**config.mk**
```make
export PLATFORM = sky130hd
export DESIGN_NAME = windowed_watchdog_timer
export DESIGN_NICKNAME = d
export VERILOG_FILES = /design/src/logic/wdt_pkg.sv /design/src/logic/tick_enable.sv /design/src/logic/tick_delay.sv /design/src/logic/windowed_watchdog_timer.sv
export SDC_FILE = /design/constraint.sdc
export NUM_CORES = 1
export LEC_CHECK = 0
export CORE_ASPECT_RATIO = 1.1
export CORE_MARGIN = 3
export CORE_UTILIZATION = 50
export CTS_CLUSTER_DIAMETER = 60
export DETAILED_ROUTE_END_ITERATION = 8
export DONT_BUFFER_PORTS = 1
export PLACE_DENSITY = 0.67
export SETUP_SLACK_MARGIN = 0.4
export SKIP_LAST_GASP = 1
export SLEW_MARGIN = 10
export SYNTH_ARGS = -nofsm -noshare
export SYNTH_HDL_FRONTEND = slang
export SYNTH_SLANG_ARGS = --single-unit
```
**constraint.sdc**
```tcl
create_clock -name pclk -period 6.1 [get_ports pclk]
set_input_delay 0.915 -clock pclk [delete_from_list [all_inputs] [get_ports pclk]]
set_output_delay 0.915 -clock pclk [all_outputs]
set_load 0.1 [all_outputs]
```
**src/logic/wdt_pkg.sv**
```systemverilog
// Constants, register map and types for the windowed watchdog.
// Assumes a 32-bit APB slave with word-aligned registers.
package wdt_pkg;
    // Register indices; byte address is four times the index
    localparam logic [9:0]  IDX_CTRL     = 10'h000;
    localparam logic [9:0]  IDX_STATUS   = 10'h001;
    localparam logic [11:0] ADDR_CTRL    = {IDX_CTRL, 2'b00};
    localparam logic [11:0] ADDR_STATUS  = {IDX_STATUS, 2'b00};

    // Field layout
    localparam int          PERIOD_LSB   = 0;
    localparam int          CLOSED_LSB   = 4;
    localparam int          FREEZE_BIT   = 7;
    localparam int          PEND_BIT     = 0;

    // Period codes and tick counts
    localparam logic [3:0]  CODE_OFF     = 4'h0;
    localparam logic [3:0]  CODE_MAX     = 4'hb;
    localparam logic [13:0] BASE_TICKS   = 14'h0008;

    // Unlock window in instructions, crossing depth in ticks
    localparam logic [2:0]  UNLOCK_INSTR = 3'h4;
    localparam logic [1:0]  SYNC_TICKS   = 2'h3;

    // Tick rate of the watchdog clock in Hz
    localparam int          TICK_HZ      = 1024;

    typedef enum logic [2:0] {
        st_off    = 3'b000,
        st_normal = 3'b001,
        st_arm    = 3'b010,
        st_closed = 3'b011,
        st_open   = 3'b100
    } wdt_state_t;

    // Ticks for a period code; zero for off and reserved codes
    function automatic logic [13:0] period_ticks(input logic [3:0] code);
        logic [3:0] sh;
        sh = code - 4'h1;
        if (code == CODE_OFF || code > CODE_MAX) begin
            period_ticks = 14'h0000;
        end else begin
            period_ticks = BASE_TICKS << sh;
        end
    endfunction
endpackage

```
**src/logic/tick_enable.sv**
```systemverilog
// Turns the asynchronous watchdog tick pin into a one-cycle enable.
// Assumes the tick is far slower than pclk.
`timescale 1ns/1ps
module tick_enable (
    // Clock and reset
    input  wire logic pclk,
    input  wire logic presetn,
    // Tick pin and enable
    input  wire logic tick_pin,
    output logic      tick_en
);
    logic meta_r;
    logic sync_r;
    logic last_r;

    // Only sync_r and last_r feed the edge detector
    always_ff @(posedge pclk or negedge presetn) begin
        if (!presetn) begin
            meta_r  <= 1'b0;
            sync_r  <= 1'b0;
            last_r  <= 1'b0;
            tick_en <= 1'b0;
        end else begin
            meta_r  <= tick_pin;
            sync_r  <= meta_r;
            last_r  <= sync_r;
            tick_en <= sync_r & ~last_r;
        end
    end
endmodule // tick_enable

```
**src/logic/tick_delay.sv**
```systemverilog
// Models a crossing into the watchdog domain: busy for a fixed count of
// ticks after start, then one done pulse.
// Assumes start is ignored by the caller's intent while busy.
`timescale 1ns/1ps
module tick_delay
    import wdt_pkg::*;
(
    // Clock and reset
    input  wire logic pclk,
    input  wire logic presetn,
    // Request and tick
    input  wire logic start,
    input  wire logic tick_en,
    // Progress
    output logic      busy,
    output logic      done
);
    logic [1:0] cnt_r;
    wire        last_tick = tick_en & (cnt_r == SYNC_TICKS - 2'h1);

    always_ff @(posedge pclk or negedge presetn) begin
        if (!presetn) begin
            busy  <= 1'b0;
            done  <= 1'b0;
            cnt_r <= 2'h0;
        end else begin
            done <= busy & last_tick;
            if (!busy && start) begin
                busy  <= 1'b1;
                cnt_r <= 2'h0;
            end else if (busy && last_tick) begin
                busy <= 1'b0;
            end else if (busy && tick_en) begin
                cnt_r <= cnt_r + 2'h1;
            end
        end
    end
endmodule // tick_delay

```
**src/logic/windowed_watchdog_timer.sv**
```systemverilog
// Windowed watchdog: APB registers, unlock window, freeze bit and the
// tick counter with normal and window modes.
// Assumes restart, unlock, instruction and debug strobes come from pclk
// logic; the tick pin and fuse are outside signals.
//
// What this block does
// - timeout_select codes 1..11 enable the watchdog
// - Normal mode: missed restart before time-out resets
// - Restart clears counter, fresh period begins
// - Eleven periods from about 8 ms to 8 s
// - Codes 1..11 give 8..8192 ticks, 0 off
// - Counter advances on the 1.024 kHz tick
// - closed_span_select 1..11 window, zero or other codes normal
// - Restart inside closed period resets immediately
// - Open period follows closed; restart needed there
// - Window sequence starts after first restart
// - Keeps counting while its tick runs
// - Debug halt stops and clears the counter
// - Resume from halt runs one normal time-out
// - Control writes cross domains; sync_pending shows it
// - sync_pending clears when crossing completes
// - Restart takes two to three ticks to cross
// - Protected write only within four instructions of key
// - Unprotected writes to protected registers ignored
// - Control and settings_freeze are protected
// - Freeze blocks control; cleared only in debug
// - Control loads from fuse; non-zero period freezes
`timescale 1ns/1ps
module windowed_watchdog_timer
    import wdt_pkg::*;
(
    // Clock and reset
    input  wire logic        pclk,
    input  wire logic        presetn,
    // APB slave
    input  wire logic        psel,
    input  wire logic        penable,
    input  wire logic        pwrite,
    input  wire logic [11:0] paddr,
    input  wire logic [31:0] pwdata,
    input  wire logic [3:0]  pstrb,
    output logic      [31:0] prdata,
    output logic             pready,
    output logic             pslverr,
    // Processor strobes
    input  wire logic        restart_req,
    input  wire logic        unlock_key_pulse,
    input  wire logic        instr_done,
    input  wire logic        debug_halt,
    // Fuse and tick pin
    input  wire logic [7:0]  fuse_config,
    input  wire logic        tick_pin,
    // Reset request
    output logic             system_reset
);
    import wdt_pkg::*;

    logic [7:0]  ctrl_r;
    logic        freeze_r;
    logic        boot_r;
    logic [2:0]  unlock_cnt_r;
    logic [2:0]  unlock_cnt_nxt;
    logic [3:0]  act_period_r;
    logic [3:0]  act_closed_r;
    logic [13:0] cnt_r;
    logic [13:0] cnt_nxt;
    wdt_state_t  state_r;
    wdt_state_t  state_nxt;
    logic        fire;
    logic        tick_en;
    logic        sync_pending;
    logic        cfg_done;
    logic        rs_busy;
    logic        rs_done;
    logic [1:0]  rs_ticks_r;

    // Bus decode
    wire        setup_ph   = psel & ~penable;
    wire        wr_acc     = psel & penable & pwrite & pready;
    wire        hit_ctrl   = (paddr == ADDR_CTRL);
    wire        hit_stat   = (paddr == ADDR_STATUS);
    wire        mapped     = hit_ctrl | hit_stat;
    wire        lane0      = pstrb[0];
    wire        wr_ctrl    = wr_acc & hit_ctrl & lane0;
    wire        wr_stat    = wr_acc & hit_stat & lane0;
    wire        unlocked   = (unlock_cnt_r != 3'h0);

    // Writes made while pending are dropped so the crossing sees one value
    wire        ctrl_ok    = wr_ctrl & unlocked & ~freeze_r
                             & ~sync_pending & ~boot_r;
    wire        freeze_set = wr_stat & unlocked & pwdata[FREEZE_BIT];
    wire        freeze_clr = wr_stat & unlocked & ~pwdata[FREEZE_BIT]
                             & debug_halt;

    wire [7:0]  stat_val   = {freeze_r, 6'h00, sync_pending};
    wire [31:0] rd_val     = hit_ctrl ? {24'h000000, ctrl_r}
                           : hit_stat ? {24'h000000, stat_val}
                                      : 32'h00000000;

    // Configuration source: fuse at boot, control after a crossing
    wire        apply      = boot_r | cfg_done;
    wire [7:0]  cfg_src    = boot_r ? fuse_config : ctrl_r;
    wire [3:0]  src_period = cfg_src[PERIOD_LSB +: 4];
    wire [3:0]  src_closed = cfg_src[CLOSED_LSB +: 4];
    wire [13:0] src_open_t = period_ticks(src_period);
    wire [13:0] src_clos_t = period_ticks(src_closed);

    // Active limits in the watchdog domain
    wire [13:0] lim_open   = period_ticks(act_period_r);
    wire [13:0] lim_closed = period_ticks(act_closed_r);
    wire        window_on  = (lim_closed != 14'h0000);
    wire [13:0] cnt_inc    = cnt_r + 14'h0001;

    // Restart crossing; a second restart while one is in flight merges
    wire        rs_start   = restart_req & ~debug_halt;

    tick_enable u_tick (
        .pclk     (pclk),
        .presetn  (presetn),
        .tick_pin (tick_pin),
        .tick_en  (tick_en)
    );

    tick_delay u_cfg_sync (
        .pclk    (pclk),
        .presetn (presetn),
        .start   (ctrl_ok),
        .tick_en (tick_en),
        .busy    (sync_pending),
        .done    (cfg_done)
    );

    tick_delay u_rs_sync (
        .pclk    (pclk),
        .presetn (presetn),
        .start   (rs_start),
        .tick_en (tick_en),
        .busy    (rs_busy),
        .done    (rs_done)
    );

    // Unlock window counts instructions after the key
    always_comb begin
        unlock_cnt_nxt = unlock_cnt_r;
        if (unlock_key_pulse) begin
            unlock_cnt_nxt = UNLOCK_INSTR;
        end else if (instr_done && unlocked) begin
            unlock_cnt_nxt = unlock_cnt_r - 3'h1;
        end
    end

    // Watchdog phase sequencing
    always_comb begin
        state_nxt = state_r;
        cnt_nxt   = cnt_r;
        fire      = 1'b0;
        if (apply) begin
            cnt_nxt = 14'h0000;
            if (src_open_t == 14'h0000) begin
                state_nxt = st_off;
            end else if (src_clos_t != 14'h0000) begin
                state_nxt = st_arm;
            end else begin
                state_nxt = st_normal;
            end
        end else if (debug_halt) begin
            cnt_nxt = 14'h0000;
            if (state_r != st_off) begin
                state_nxt = window_on ? st_arm : st_normal;
            end
        end else begin
            case (state_r)
                st_normal, st_arm, st_open: begin
                    if (rs_done) begin
                        cnt_nxt   = 14'h0000;
                        state_nxt = window_on ? st_closed : st_normal;
                    end else if (tick_en) begin
                        if (cnt_inc >= lim_open) begin
                            fire = 1'b1;
                        end else begin
                            cnt_nxt = cnt_inc;
                        end
                    end
                end
                st_closed: begin
                    if (rs_done) begin
                        fire = 1'b1;
                    end else if (tick_en) begin
                        if (cnt_inc >= lim_closed) begin
                            cnt_nxt   = 14'h0000;
                            state_nxt = st_open;
                        end else begin
                            cnt_nxt = cnt_inc;
                        end
                    end
                end
                st_off: begin
                    cnt_nxt = 14'h0000;
                end
                default: begin
                    state_nxt = st_off;
                end
            endcase
        end
    end

    // Bus answer: zero wait states, data and error captured in setup
    always_ff @(posedge pclk or negedge presetn) begin
        if (!presetn) begin
            pready  <= 1'b0;
            prdata  <= 32'h00000000;
            pslverr <= 1'b0;
        end else begin
            pready <= 1'b1;
            if (setup_ph) begin
                prdata  <= pwrite ? 32'h00000000 : rd_val;
                pslverr <= ~mapped;
            end
        end
    end

    // Software-visible registers; the fuse is caught at the first edge
    always_ff @(posedge pclk or negedge presetn) begin
        if (!presetn) begin
            boot_r       <= 1'b1;
            ctrl_r       <= 8'h00;
            freeze_r     <= 1'b0;
            unlock_cnt_r <= 3'h0;
        end else begin
            boot_r       <= 1'b0;
            unlock_cnt_r <= unlock_cnt_nxt;
            if (boot_r) begin
                ctrl_r   <= fuse_config;
                freeze_r <= (fuse_config[PERIOD_LSB +: 4] != CODE_OFF);
            end else begin
                if (ctrl_ok) begin
                    ctrl_r <= pwdata[7:0];
                end
                if (freeze_set) begin
                    freeze_r <= 1'b1;
                end else if (freeze_clr) begin
                    freeze_r <= 1'b0;
                end
            end
        end
    end

    // Watchdog-side state; the reset request holds until system reset
    always_ff @(posedge pclk or negedge presetn) begin
        if (!presetn) begin
            act_period_r <= CODE_OFF;
            act_closed_r <= CODE_OFF;
            state_r      <= st_off;
            cnt_r        <= 14'h0000;
            system_reset <= 1'b0;
        end else begin
            if (apply) begin
                act_period_r <= src_period;
                act_closed_r <= src_closed;
            end
            state_r      <= state_nxt;
            cnt_r        <= cnt_nxt;
            system_reset <= system_reset | fire;
        end
    end

    // Ticks seen by the restart crossing, kept only for the latency check
    always_ff @(posedge pclk or negedge presetn) begin
        if (!presetn) begin
            rs_ticks_r <= 2'h0;
        end else if (!rs_busy) begin
            rs_ticks_r <= 2'h0;
        end else if (tick_en) begin
            rs_ticks_r <= rs_ticks_r + 2'h1;
        end
    end
endmodule // windowed_watchdog_timer

```
==> impl_metrics.ini <==
[outcome]
outcome = finished clean

[placement]
port_buffers = 0
dp.cells = 516
gp_congestion = 0.880
dpl_cell_area_um2 = 3870
dpl.hpwl_um = 6000

[synthesis]
netlist.top_cell.by_area = dfrtp_1
yosys.area_share.simple = 0.191
synth_area_um2 = 3890
ys_ff_latch = 61
synth_top_family_by_area = simple AND/OR/NAND/NOR gates
ys.flop_type = dfrtp_1
synthTopCellsByArea = dfrtp_1, ha_1, nand2_1
synth_compound_area_frac = 0.160
seq_area_frac_synth = 0.392
async_reset_ff_frac = 1.00
syn_area_per_cell_um2 = 9.20
synth_xor_area_frac = 0.0293
yosysWarnings = 0
synth-edff-count = 0
netlist_instances = 423
yosys.area_share.adder = 0.0900
synth_cell_type_count = 56
yosysTopAreaCellShare = 0.386
muxShareOfSynthArea = 0.0608
synth_common_cells = dfrtp_1, nand2_1, a21oi_1
yosysMostFrequentCell = dfrtp_1

[timing]
maxSlewViolCount = 0
finalHoldViolCount = 0
hold_slack_ns = 0.259
tns_ns = 0
fin_crit_ns = 3.97
fin_worst_skew_ns = 0.0112
setup_viol = 0
period_share = 0.651
fmax_ghz = 0.252
relSlewSlack = 0.386
tightest_slew_ns = 0.921
grt_setup_unrepaired = no

[detailed_routing]
drc = 0
drtPass1Iterations = 4
drt-initial-drc-count = 165
viasPerCell = 5.47
drt-total-wl_um = 7970
wl_per_cell_um = 15.0
route.vias.total = 2909
antenna_left = 0

[clocking]
postCtsSetupRepairBufs = 0
cts_tree = done
h-tree-depth = 3
clk_pin_slew_ns = 0.08
clockBufferDepth = 2
cts_made_buffers = 9
clk_latency_ns = 0.34
hold_buffers = 0
root_buffer = clkbuf_8
cts_sinks = 61
cts_resized = 0

[global_route]
grt-ovfl-total = 0
grtUsageMet1 = 0.255
grt_pass1_vias = 2829
grt_pass1_wl_um = 13600
antenna_found_initial = 0
grtUsageMet2 = 0.305
met3_usage = 0.0435
grt_max_degree = 62
grtUsageTotal = 0.190
top_usage_layer = met2

[pwr]
power.leakage_nw = 1.83
ir_drop_mv = 0.157
p_per_area_nw_per_um2 = 265

[worst_setup_path]
crit_fanout = 22
critPathArrivalTime_ns = 4.19
cp-start-kind = register
cp.required_ns = 6.32
crit_chain = nand3_1 -> nor2_2 -> nand3_1 -> or3_1 -> xnor2_1 -> ha_1 -> nand4_1 -> a2111oi_0 -> nor3_1 -> o22ai_2 -> nor2b_2 -> a221o_1
max_stage_delay_ns = 0.66
worstSetupPathType = reg -> reg
critPathBufInv = 0
critPathMostFrequentCell = nand3_1
cpLargestDelayFamily = simple AND/OR/NAND/NOR gates
cp-end-kind = register
slowest_stage = o22ai_2

[die]
die_h_um = 98.5
die_w_um = 90.1
rows = 33
die_area_um2 = 8880
num_io_pins = 101
start_util = 0.518
core-area_um2 = 7510

[final_layout]
nets = 516
syn_to_final_growth_pct = 3.86
fillers = 712
final_area_um2 = 4040
seq_area_um2 = 1530
final_cells = 532
drive_gt1_frac = 0.0726
multi_input_area_um2 = 2160
antenna_cells = 0

[worst_hold_path]
hold_class = in -> async

[job]
drv_cap = 0
sequential cells by signal (all words and copies together) (netlist names), 2 cells and up:
| register | count |
|---|---|
| act_closed_r | 4 |
| act_period_r | 4 |
| u_rs_sync.cnt_r | 2 |
| state_r | 3 |
| prdata | 8 |
| ctrl_r | 8 |
| u_cfg_sync.cnt_r | 2 |
| unlock_cnt_r | 3 |
| cnt_r | 14 |
final timing paths:
kind / start / slack [ns] / cells past startpoint / endpoint
setup / recovery: cnt_r[3] / 2.13 / 12 / cnt_r[5]
hold / removal: presetn / 0.26 / 0 / prdata[6]
setup reg to reg: cnt_r[3] / 2.13 / 12 / cnt_r[5]
hold reg to reg: u_tick.meta_r / 0.36 / 0 / u_tick.sync_r
max in group asynchronous: presetn / 5.65 / 0 / boot_r
min in group pclk: u_tick.meta_r / 0.36 / 0 / u_tick.sync_r
cell families (layout without fill, tap and decap cells):
family / after synthesis / after routing
DFF: 61 / 61
muxes: 23 / 23
and+or+nand+nor: 154 / 154
other: 2 / 26
buffers and inverters: 48 / 28
xor gates and xnor gates: 13 / 13
adders and majority gates: 28 / 28
AOI/OAI and AO/OA: 94 / 94
routing by layer:
layer	share of wire	vias to the layer above
met2	0.49	32
met1	0.47	1411
met4	0.0083	0
met5	0	-
met3	0.025	5
li1	-	1461
cell usage in the layout, fill, tap and decap left out, types with 10 or more instances in the layout:
cell	n
dfrtp_1	60
nand2_1	53
a21oi_1	34
nor2_1	30
ha_1	28
conb_1	26
nand3_1	20
mux2i_1	18
o21ai_0	15
a22o_1	13
xnor2_1	12
inv_1	11
nor3_1	10
metrics by stage:
stage               setup WS (ns)  power [W]   util
finish                       2.13    0.00107  0.538
global route                 1.72    0.00114  0.538
CTS                          2.14    0.00108  0.538
detailed placement           2.20   0.000759  0.515
global placement             2.23   0.000752  0.515
floorplan                    3.04   0.000740      -
power breakdown:
part	switching, W	leakage [nW]	internal [W]
Clock	0.000171	0.0816	0.000148
Sequential	0.0000696	0.754	0.000438
Combinational	0.000162	0.993	0.0000814
cell type report:
class,instances,area share
multi-input cells,338,0.535
flip-flops and latches,61,0.378
well taps,105,0.0325
clock buffers,9,0.0306
clock inverters,7,0.0124
inverters,12,0.0111
No activity file was read; power rests on OpenSTA's default activity.
